### src/hw/afc_pkg.sv
// package for the converter function configuration register bank
// assumes a byte-wide register port and 14-bit offset-binary samples
// Operation
// - a commit write copies every shadow setting into the active set at once
// - host writes one to the transfer location; the commit bit then clears itself
// - per-channel power field: 00/11 normal, 01 full shutdown, 10 standby
// - global bit picks shutdown pin action: clear gives shutdown, set gives standby
// - clock register bit 0 enables the duty cycle stabilizer, set after reset
// - three-bit divide field divides the input clock by value plus one
// - any divide value other than 000 forces the stabilizer on
// - three-bit per-channel test field picks normal data (000) or one of seven output patterns
// - a selected test pattern replaces the converted data on that channel
// - two per-channel bits reset the long and short pseudorandom generators
// - global bit selects CMOS outputs when clear, LVDS outputs when set
// - global bit interleaves both channels on one CMOS bus
// - per-channel active-low enable bit, when set, turns the data drivers off
// - per-channel invert bit inverts the output data word
// - format field: 00/11 offset binary, 01 two's complement, 10 Gray code
// - global drive bit picks normal drive when clear, reduced drive when set
// - local writes go to every selected channel; reads with both selected give A
package afc_pkg;
    localparam int ADDR_W = 9;
    localparam int DATA_W = 14;
    // register addresses
    localparam logic [8:0] ADDR_CHAN_INDEX = 9'h005;
    localparam logic [8:0] ADDR_POWER = 9'h008;
    localparam logic [8:0] ADDR_CLOCK = 9'h009;
    localparam logic [8:0] ADDR_DIVIDE = 9'h00b;
    localparam logic [8:0] ADDR_TEST = 9'h00d;
    localparam logic [8:0] ADDR_OFFSET = 9'h010;
    localparam logic [8:0] ADDR_OUTPUT = 9'h014;
    localparam logic [8:0] ADDR_COMMIT = 9'h0ff;
    // field positions
    localparam int POWER_PIN_BIT = 5;
    localparam int TEST_RST_LONG_BIT = 5;
    localparam int TEST_RST_SHORT_BIT = 4;
    localparam int OUT_DRIVE_BIT = 7;
    localparam int OUT_LVDS_BIT = 6;
    localparam int OUT_ILV_BIT = 5;
    localparam int OUT_OEN_BIT = 4;
    localparam int OUT_INV_BIT = 2;
    localparam int COMMIT_BIT = 0;
    // reset values
    localparam logic [1:0] CHAN_INDEX_RESET = 2'h3;
    localparam logic DCS_RESET = 1'b1;
    localparam logic [22:0] LONG_SEED = 23'h7fffff;
    localparam logic [8:0] SHORT_SEED = 9'h1ff;
    // power modes
    localparam logic [1:0] PWR_NORMAL = 2'h0;
    localparam logic [1:0] PWR_OFF = 2'h1;
    localparam logic [1:0] PWR_STANDBY = 2'h2;
    // output formats
    localparam logic [1:0] FMT_TWOS = 2'h1;
    localparam logic [1:0] FMT_GRAY = 2'h2;
    // test pattern selections and fixed words
    localparam logic [2:0] TST_OFF = 3'h0;
    localparam logic [2:0] TST_MID = 3'h1;
    localparam logic [2:0] TST_POS = 3'h2;
    localparam logic [2:0] TST_NEG = 3'h3;
    localparam logic [2:0] TST_CHECK = 3'h4;
    localparam logic [2:0] TST_LONG = 3'h5;
    localparam logic [2:0] TST_SHORT = 3'h6;
    localparam logic [2:0] TST_TOGGLE = 3'h7;
    localparam logic [13:0] MIDSCALE_CODE = 14'h2000;
    localparam logic [13:0] FULL_SCALE_CODE = 14'h3fff;
    localparam logic [13:0] ZERO_CODE = 14'h0000;
    localparam logic [13:0] CHECK_CODE = 14'h2aaa;
    // saturation limits for offset-corrected samples
    localparam logic signed [15:0] SAMPLE_MAX = 16'sh3fff;
    localparam logic signed [15:0] SAMPLE_MIN = 16'sh0000;

    // global settings
    typedef struct packed {
        logic pin_stby;
        logic dcs;
        logic [2:0] div;
        logic drive;
        logic lvds;
        logic ilv;
    } afc_glob_type;

    // per-channel settings
    typedef struct packed {
        logic [1:0] pwr;
        logic [2:0] tst;
        logic rst_long;
        logic rst_short;
        logic [5:0] ofs;
        logic oe_n;
        logic inv;
        logic [1:0] fmt;
    } afc_chan_type;

    // whole state of the register bank and output path
    typedef struct packed {
        afc_glob_type g_sh;
        afc_glob_type g_act;
        afc_chan_type [1:0] c_sh;
        afc_chan_type [1:0] c_act;
        logic [1:0] chsel;
        logic commit;
        logic [7:0] rdata;
        logic pin_s1;
        logic pin_s2;
        logic [1:0][22:0] lfsr_l;
        logic [1:0][8:0] lfsr_s;
        logic [1:0] alt;
        logic ilv_sel;
        logic [1:0][13:0] dout;
        logic [1:0] doe;
        logic dvalid;
        logic dchan;
        logic [1:0] pd;
        logic [1:0] sb;
        logic dcs_on;
        logic lvds;
        logic drive;
    } afc_state_type;

    // divider state
    typedef struct packed {
        logic [2:0] cnt;
        logic tick;
    } afc_div_state_type;
endpackage

### src/hw/afc_clkdiv.sv
// sample clock divider: one tick every ratio code plus one input clocks
// assumes the ratio code comes from the active register set on clk
`timescale 1ns/1ps
module afc_clkdiv #(
    parameter int CODE_W = 3
) (
    input wire logic clk,
    input wire logic nrst,
    input wire logic [CODE_W-1:0] ratio_code,
    output logic tick
);
    afc_pkg::afc_div_state_type s_q, s_d;

    // count 0..code, tick at the wrap
    always_comb begin
        s_d = s_q;
        if (s_q.cnt >= ratio_code) begin
            s_d.cnt = '0;
            s_d.tick = 1'b1;
        end else begin
            s_d.cnt = s_q.cnt + 3'h1;
            s_d.tick = 1'b0;
        end
    end

    // register state
    always_ff @(posedge clk) begin
        if (!nrst) begin
            s_q <= '0;
        end else begin
            s_q <= s_d;
        end
    end

    assign tick = s_q.tick;
endmodule

### src/hw/afc_regs.sv
// converter function configuration bank with test pattern and output formatting
// assumes the serial shifter presents byte writes and reads on clk
`timescale 1ns/1ps
module afc_regs (
    input wire logic clk,
    input wire logic nrst,
    input wire logic reg_wr,
    input wire logic reg_rd,
    input wire logic [8:0] reg_addr,
    input wire logic [7:0] reg_wdata,
    output logic [7:0] reg_rdata,
    input wire logic pdwn_pin,
    input wire logic [1:0][13:0] adc_data,
    output logic [1:0][13:0] data_out,
    output logic [1:0] data_oe,
    output logic data_valid,
    output logic data_chan,
    output logic [1:0] chan_pd,
    output logic [1:0] chan_sb,
    output logic dcs_on,
    output logic bus_lvds,
    output logic drive_low
);
    afc_pkg::afc_state_type s_q, s_d;
    logic tick;

    // sample clock from the active divide setting
    afc_clkdiv #(.CODE_W(3)) u_div (
        .clk(clk),
        .nrst(nrst),
        .ratio_code(s_q.g_act.div),
        .tick(tick)
    );

    // offset correction with saturation
    function automatic logic [13:0] apply_offset(input logic [13:0] w, input logic [5:0] o);
        logic signed [15:0] sum;
        sum = signed'({2'b00, w}) + signed'({{10{o[5]}}, o});
        if (sum > afc_pkg::SAMPLE_MAX) begin
            return afc_pkg::FULL_SCALE_CODE;
        end else if (sum < afc_pkg::SAMPLE_MIN) begin
            return afc_pkg::ZERO_CODE;
        end
        return sum[13:0];
    endfunction

    // number format then inversion
    function automatic logic [13:0] format_word(input logic [13:0] w, input logic [1:0] f,
            input logic inv);
        logic [13:0] r;
        r = w;
        if (f == afc_pkg::FMT_TWOS) begin
            r = {~w[13], w[12:0]};
        end else if (f == afc_pkg::FMT_GRAY) begin
            r = w ^ {1'b0, w[13:1]};
        end
        if (inv) begin
            r = ~r;
        end
        return r;
    endfunction

    // pattern or corrected sample per channel
    function automatic logic [13:0] pick_word(input afc_pkg::afc_chan_type c,
            input logic [13:0] adc, input logic alt, input logic [22:0] ll,
            input logic [8:0] ls);
        logic [13:0] w;
        w = apply_offset(adc, c.ofs);
        unique case (c.tst)
            afc_pkg::TST_OFF: w = apply_offset(adc, c.ofs);
            afc_pkg::TST_MID: w = afc_pkg::MIDSCALE_CODE;
            afc_pkg::TST_POS: w = afc_pkg::FULL_SCALE_CODE;
            afc_pkg::TST_NEG: w = afc_pkg::ZERO_CODE;
            afc_pkg::TST_CHECK: w = alt ? afc_pkg::CHECK_CODE : ~afc_pkg::CHECK_CODE;
            afc_pkg::TST_LONG: w = ll[13:0];
            afc_pkg::TST_SHORT: w = {ls, ls[8:4]};
            afc_pkg::TST_TOGGLE: w = alt ? afc_pkg::FULL_SCALE_CODE : afc_pkg::ZERO_CODE;
        endcase
        return w;
    endfunction

    // next state
    always_comb begin
        logic ch;
        logic pin;
        logic normal;
        logic [1:0][13:0] word;
        afc_pkg::afc_chan_type rc;
        ch = 1'b0;
        pin = s_q.pin_s2;
        normal = 1'b0;
        word = '0;
        rc = '0;
        s_d = s_q;
        // shutdown pin synchroniser
        s_d.pin_s1 = pdwn_pin;
        s_d.pin_s2 = s_q.pin_s1;
        // commit bit clears itself on the same edge as the copy
        s_d.commit = 1'b0;
        if (s_q.commit) begin
            s_d.g_act = s_q.g_sh;
            s_d.c_act = s_q.c_sh;
        end

        // register writes, unused bits dropped
        if (reg_wr) begin
            unique case (reg_addr)
                afc_pkg::ADDR_CHAN_INDEX: s_d.chsel = reg_wdata[1:0];
                afc_pkg::ADDR_CLOCK: s_d.g_sh.dcs = reg_wdata[0];
                afc_pkg::ADDR_DIVIDE: s_d.g_sh.div = reg_wdata[2:0];
                afc_pkg::ADDR_COMMIT: s_d.commit = reg_wdata[afc_pkg::COMMIT_BIT];
                afc_pkg::ADDR_POWER: s_d.g_sh.pin_stby = reg_wdata[afc_pkg::POWER_PIN_BIT];
                afc_pkg::ADDR_OUTPUT: begin
                    s_d.g_sh.drive = reg_wdata[afc_pkg::OUT_DRIVE_BIT];
                    s_d.g_sh.lvds = reg_wdata[afc_pkg::OUT_LVDS_BIT];
                    s_d.g_sh.ilv = reg_wdata[afc_pkg::OUT_ILV_BIT];
                end
                default: ;
            endcase
            // local fields go to every selected channel
            for (int i = 0; i < 2; i++) begin
                if (s_q.chsel[i]) begin
                    unique case (reg_addr)
                        afc_pkg::ADDR_POWER: s_d.c_sh[i].pwr = reg_wdata[1:0];
                        afc_pkg::ADDR_TEST: begin
                            s_d.c_sh[i].tst = reg_wdata[2:0];
                            s_d.c_sh[i].rst_long = reg_wdata[afc_pkg::TEST_RST_LONG_BIT];
                            s_d.c_sh[i].rst_short = reg_wdata[afc_pkg::TEST_RST_SHORT_BIT];
                        end
                        afc_pkg::ADDR_OFFSET: s_d.c_sh[i].ofs = reg_wdata[5:0];
                        afc_pkg::ADDR_OUTPUT: begin
                            s_d.c_sh[i].oe_n = reg_wdata[afc_pkg::OUT_OEN_BIT];
                            s_d.c_sh[i].inv = reg_wdata[afc_pkg::OUT_INV_BIT];
                            s_d.c_sh[i].fmt = reg_wdata[1:0];
                        end
                        default: ;
                    endcase
                end
            end
        end

        // register reads, channel A wins when both are selected
        ch = s_q.chsel[0] ? 1'b0 : 1'b1;
        rc = s_q.c_sh[ch];
        if (reg_rd) begin
            unique case (reg_addr)
                afc_pkg::ADDR_CHAN_INDEX: s_d.rdata = {6'h00, s_q.chsel};
                afc_pkg::ADDR_POWER: s_d.rdata = {2'h0, s_q.g_sh.pin_stby, 3'h0, rc.pwr};
                afc_pkg::ADDR_CLOCK: s_d.rdata = {7'h00, s_q.g_sh.dcs};
                afc_pkg::ADDR_DIVIDE: s_d.rdata = {5'h00, s_q.g_sh.div};
                afc_pkg::ADDR_TEST: s_d.rdata = {2'h0, rc.rst_long, rc.rst_short, 1'b0, rc.tst};
                afc_pkg::ADDR_OFFSET: s_d.rdata = {2'h0, rc.ofs};
                afc_pkg::ADDR_OUTPUT: s_d.rdata = {s_q.g_sh.drive, s_q.g_sh.lvds,
                    s_q.g_sh.ilv, rc.oe_n, 1'b0, rc.inv, rc.fmt};
                afc_pkg::ADDR_COMMIT: s_d.rdata = {7'h00, s_q.commit};
                default: s_d.rdata = 8'h00;
            endcase
        end

        // global output controls
        s_d.dcs_on = s_q.g_act.dcs | (s_q.g_act.div != 3'h0);
        s_d.lvds = s_q.g_act.lvds;
        s_d.drive = s_q.g_act.drive;
        s_d.dvalid = tick;

        // per-channel power, generators and data words
        for (int i = 0; i < 2; i++) begin
            s_d.pd[i] = (s_q.c_act[i].pwr == afc_pkg::PWR_OFF)
                | (pin & !s_q.g_act.pin_stby);
            s_d.sb[i] = (s_q.c_act[i].pwr == afc_pkg::PWR_STANDBY)
                | (pin & s_q.g_act.pin_stby);
            normal = !s_d.pd[i] && !s_d.sb[i];
            if (s_q.c_act[i].rst_long) begin
                s_d.lfsr_l[i] = afc_pkg::LONG_SEED;
            end else if (tick && normal && s_q.c_act[i].tst == afc_pkg::TST_LONG) begin
                s_d.lfsr_l[i] = {s_q.lfsr_l[i][21:0], s_q.lfsr_l[i][22] ^ s_q.lfsr_l[i][17]};
            end
            if (s_q.c_act[i].rst_short) begin
                s_d.lfsr_s[i] = afc_pkg::SHORT_SEED;
            end else if (tick && normal && s_q.c_act[i].tst == afc_pkg::TST_SHORT) begin
                s_d.lfsr_s[i] = {s_q.lfsr_s[i][7:0], s_q.lfsr_s[i][8] ^ s_q.lfsr_s[i][4]};
            end
            if (tick && normal) begin
                s_d.alt[i] = !s_q.alt[i];
            end
            word[i] = format_word(pick_word(s_q.c_act[i], adc_data[i], s_q.alt[i],
                s_q.lfsr_l[i], s_q.lfsr_s[i]), s_q.c_act[i].fmt, s_q.c_act[i].inv);
            s_d.doe[i] = !s_q.c_act[i].oe_n;
        end

        // place words on the buses, holding them outside normal operation
        if (s_q.g_act.ilv && !s_q.g_act.lvds) begin
            s_d.doe[1] = 1'b0;
            if (tick) begin
                s_d.ilv_sel = !s_q.ilv_sel;
                s_d.dchan = s_q.ilv_sel;
                if (!s_d.pd[s_q.ilv_sel] && !s_d.sb[s_q.ilv_sel]) begin
                    s_d.dout[0] = word[s_q.ilv_sel];
                end
            end
        end else if (tick) begin
            s_d.dchan = 1'b0;
            for (int i = 0; i < 2; i++) begin
                if (!s_d.pd[i] && !s_d.sb[i]) begin
                    s_d.dout[i] = word[i];
                end
            end
        end
    end

    // register state, constants only under reset
    always_ff @(posedge clk) begin
        if (!nrst) begin
            s_q <= '0;
            s_q.g_sh.dcs <= afc_pkg::DCS_RESET;
            s_q.g_act.dcs <= afc_pkg::DCS_RESET;
            s_q.dcs_on <= afc_pkg::DCS_RESET;
            s_q.chsel <= afc_pkg::CHAN_INDEX_RESET;
            s_q.lfsr_l <= {2{afc_pkg::LONG_SEED}};
            s_q.lfsr_s <= {2{afc_pkg::SHORT_SEED}};
        end else begin
            s_q <= s_d;
        end
    end

    // outputs straight from state
    assign reg_rdata = s_q.rdata;
    assign data_out = s_q.dout;
    assign data_oe = s_q.doe;
    assign data_valid = s_q.dvalid;
    assign data_chan = s_q.dchan;
    assign chan_pd = s_q.pd;
    assign chan_sb = s_q.sb;
    assign dcs_on = s_q.dcs_on;
    assign bus_lvds = s_q.lvds;
    assign drive_low = s_q.drive;
endmodule

### config.mk
export PLATFORM = sky130hd
export DESIGN_NAME = afc_regs
export DESIGN_NICKNAME = d
export VERILOG_FILES = /design/src/hw/afc_pkg.sv /design/src/hw/afc_clkdiv.sv /design/src/hw/afc_regs.sv
export SDC_FILE = /design/constraint.sdc
export NUM_CORES = 1
export LEC_CHECK = 0
export ABC_CLOCK_PERIOD_IN_PS = 5350
export BUFFER_PORTS_ARGS = -buffer_cell sky130_fd_sc_hd__buf_2
export CAP_MARGIN = 30
export CORE_ASPECT_RATIO = 0.5
export CORE_MARGIN = 1.5
export CORE_UTILIZATION = 65
export CTS_BUF_LIST = sky130_fd_sc_hd__clkbuf_2 sky130_fd_sc_hd__clkbuf_4 sky130_fd_sc_hd__clkbuf_8
export CTS_CLUSTER_DIAMETER = 30
export CTS_CLUSTER_SIZE = 14
export DETAILED_ROUTE_END_ITERATION = 12
export PLACE_DENSITY = 0.86
export SYNTH_ARGS = -nofsm -noshare
export SYNTH_HDL_FRONTEND = slang
export SYNTH_SLANG_ARGS = --single-unit
### constraint.sdc
create_clock -name clk -period 5.35 [get_ports clk]
set_clock_uncertainty 0.05 [all_clocks]
set_input_delay 0.535 -clock clk [delete_from_list [all_inputs] [get_ports clk]]
set_output_delay 0.535 -clock clk [all_outputs]
set_load 0.1 [all_outputs]
==> results.json <==
{
  "status": "finished, final reports clean",
  "yosysSeqAreaShare_pct": 36.3,
  "antenna_cells": 0,
  "p_switching_uw": 955,
  "drt-pass1-iter-count": 6,
  "start_util_pct": 68.1,
  "synth_commonest_cells": "207 x dfxtp_1, 176 x nand2_1, 136 x nor2_1",
  "hold_viol": 0,
  "insertion_delay_ps": 580,
  "final.min_clock_period_ps": 4000,
  "netlist_area_mm2": 0.0114,
  "nNetsFinal": 1483,
  "die_area_mm2": 0.0184,
  "worst_path_dominant_cell_family": "compound AO/OA/AOI/OAI gates",
  "crit_chain": "ha_1, a21o_1, a31o_1, a221o_1, or3_4, mux2i_4, nand2b_1, o211ai_1, xnor2_1, mux2_1, a211oi_2",
  "holdBufCountCts": 0,
  "worstSetupStartpoint": "s_q[128]$_SDFFE_PN0P_",
  "synth_edf_count": 0,
  "ys_top_cells_by_area": "dfxtp_1 36%, mux2i_1 8.9%, nand2_1 5.8%",
  "synthArstFlopShare_pct": 0,
  "clockRootBuffer": "clkbuf_8",
  "grt_overflow_total": 0,
  "switching_share_pct": 29.7,
  "slew_violations": 0,
  "regToRegStartpoint": "s_q[128]$_SDFFE_PN0P_",
  "synth_cells": 1380,
  "gp_congestion": 0.983,
  "cp.depth": 11,
  "synth_compound_area_share_pct": 17.2,
  "timing.fmax_mhz": 250,
  "ir_drop_mv": 0.202,
  "numCtsBuffers": 27,
  "cp_max_fo": 13,
  "p_seq_share_pct": 49.1,
  "stdcell_count": 1643,
  "syn-num-nets": 1466,
  "yosysUniqueCellTypes": 75,
  "synth-xor-area-share_pct": 5.80,
  "slowest_stage": "dfxtp_1",
  "max_slew.worst_pin.slew_ps": 956,
  "drive_gt1_share_pct": 13.7,
  "critPathRequiredTime_ps": 5810,
  "cts_resized": 0,
  "critPathBufInv": 0,
  "grt_util_all_layers_pct": 31.9,
  "p_clk_share_pct": 39.7,
  "drv_cap": 0,
  "synth_fa_ha_area_share_pct": 4.08,
  "p_per_area_mw_per_mm2": 263,
  "leakage_uw": 0.00535,
  "crit-reg2reg-capture": "data_out[10]$_SDFFE_PN0P_",
  "initialDrtViolationCount": 946,
  "grt_setup_unrepaired": "false",
  "yosys_most_used_dff": "dfxtp_1",
  "synth-simple-area-share_pct": 19.9,
  "htree_num_levels": 1,
  "io_pins": 97,
  "rows": 33,
  "avgSynthCellArea_um2": 8.27,
  "clockBufferDepth": 3,
  "grt_max_degree": 55,
  "core_mm2": 0.0168,
  "holdCritPathClass": "in -> reg",
  "cts_tree": "yes",
  "setup_violations": 0,
  "cp-end-kind": "flop",
  "vias": 10053,
  "critPathKind": "reg -> reg",
  "reg2reg_slack_ps": 1350,
  "cp-start-kind": "flop",
  "wl_per_cell_um": 18.1,
  "crit_arrival_ps": 4450,
  "synth.most_common_cell": "dfxtp_1",
  "yosys.area.top_type": "dfxtp_1",
  "grt_pass1_wl_mm": 47.4,
  "fin_util_pct": 72.9,
  "drtAntennaViolNets": 0,
  "crit_path_end": "data_out[10]$_SDFFE_PN0P_",
  "avgViaCountPerCell": 6.12,
  "chipHeight_um": 96.7,
  "dpl.hpwl_mm": 21.6,
  "comb_power_share_pct": 11.2,
  "clk_pin_slew_ps": 90,
  "cts_setup_buffers": 0,
  "maxSlewHeadroom_pct": 36.0,
  "critPathMaxStageDelay_ps": 650,
  "io_buffer_count": 96,
  "fin_crit_sh_pct": 74.7,
  "drc_errors": 0,
  "synth_top_family_by_area": "simple AND/OR/NAND/NOR gates",
  "synthMuxAreaShare_pct": 10.3,
  "r2r_cells": 11,
  "yosysWarnings": 0,
  "internal_power_uw": 2260,
  "synth_top_area_share_pct": 36.3,
  "antenna_found_initial": 0,
  "area_delta_synth_final_pct": 7.15,
  "first_global_vias": 9324,
  "dpl.cell_count": 1594,
  "wl_mm": 29.8,
  "cts.sinks": 207,
  "setup_tns_ps": 0,
  "dieWidth_um": 190,
  "ys_ff_latch": 207
}
## layout by cell type (no fill, tap or decap), types with 22 or more instances in the layout
| master | count |
|---|---|
| nor2_1 | 136 |
| a21oi_1 | 99 |
| dfxtp_1 | 206 |
| nand3_1 | 79 |
| clkbuf_8 | 29 |
| xor2_1 | 23 |
| nand2_1 | 176 |
| o21ai_0 | 58 |
| nor2b_1 | 22 |
| ha_1 | 34 |
| buf_2 | 97 |
| xnor2_1 | 50 |
| mux2i_1 | 101 |
## cell families (layout without fill, tap and decap cells)
family / Yosys count / after routing
AND/OR/NAND/NOR: 504 / 504
buffers and inverters: 143 / 179
AO/OA/AOI/OAI: 301 / 301
multiplexers: 115 / 115
XOR/XNOR: 74 / 74
flip-flops: 207 / 207
adder cells (fa/ha/maj): 36 / 36
## metal layers
layer  track usage, %  vias up  share of wire (%)  wire length, um
met5                0        -                  0                0
li1                 -     4856                  -                -
met2             49.8      388                 44            13200
met4             6.60        0                2.0              601
met1             45.3     4750                 46            13600
met3             6.75       59                8.1             2420
## worst register-to-register path, delay by kind of cell (launching register included)
| kind | cells | cell delay, ps |
|---|---|---|
| AO/OA/AOI/OAI | 5 | 1150 |
| AND/OR/NAND/NOR | 2 | 740 |
| multiplexers | 2 | 710 |
| flip-flops | 1 | 650 |
| adder cells (fa/ha/maj) | 1 | 390 |
| XOR/XNOR | 1 | 240 |
## per-stage QoR
stage | hold slack, ps | total power (uW) | instance area, um^2 | worst slack (ps)
2_1_floorplan | 342 | 1910 | 11400 | 2040
3_3_place_gp | 354 | 1960 | 11600 | 1480
3_5_place_dp | 354 | 1970 | 11600 | 1410
4_1_cts | 88.0 | 3220 | 12200 | 1370
5_1_grt | 106 | 3310 | 12200 | 1130
6_report | 113 | 3210 | 12200 | 1350
## registers in the layout (all words and copies together) (netlist names)
name	flops
data_oe	2
reg_rdata	8
u_div.s_q	3
dcs_on	1
chan_pd	2
data_chan	1
data_out	28
s_q	153
u_div.tick	1
data_valid	1
bus_lvds	1
s_d	3
drive_low	1
chan_sb	2
## power groups by stage
stage / Combinational (uW) / Sequential, uW / Clock [uW]
after floorplan: 296 / 1610 / 0
after global placement: 348 / 1610 / 0
after detailed placement: 354 / 1610 / 0
after CTS: 356 / 1580 / 1290
after global routing: 378 / 1580 / 1360
final: 359 / 1580 / 1270
## worst min path at each step
stage                                from                    end  slack, ps  cells past startpoint
floorplan           s_q[122]$_SDFFE_PN0P_  data_oe[0]$_SDFF_PN0_        340                      1
global placement    s_q[122]$_SDFFE_PN0P_  data_oe[0]$_SDFF_PN0_        350                      1
detailed placement  s_q[122]$_SDFFE_PN0P_  data_oe[0]$_SDFF_PN0_        350                      1
CTS                              pdwn_pin    s_d[106]$_SDFF_PN0_         90                      2
global route                     pdwn_pin    s_d[106]$_SDFF_PN0_        110                      2
finish                           pdwn_pin    s_d[106]$_SDFF_PN0_        110                      2
## cell type report
cell class	count	area [um^2]
Sequential cell	207	4150
Clock inverter	16	159
Clock buffer	32	422
Tap cell	227	284
Multi-Input combinational cell	1030	6550
Inverter	22	82.6
Timing Repair Buffer	109	579
Fill cell	1329	4540
Note: power is estimated with default switching activity, not from simulation.
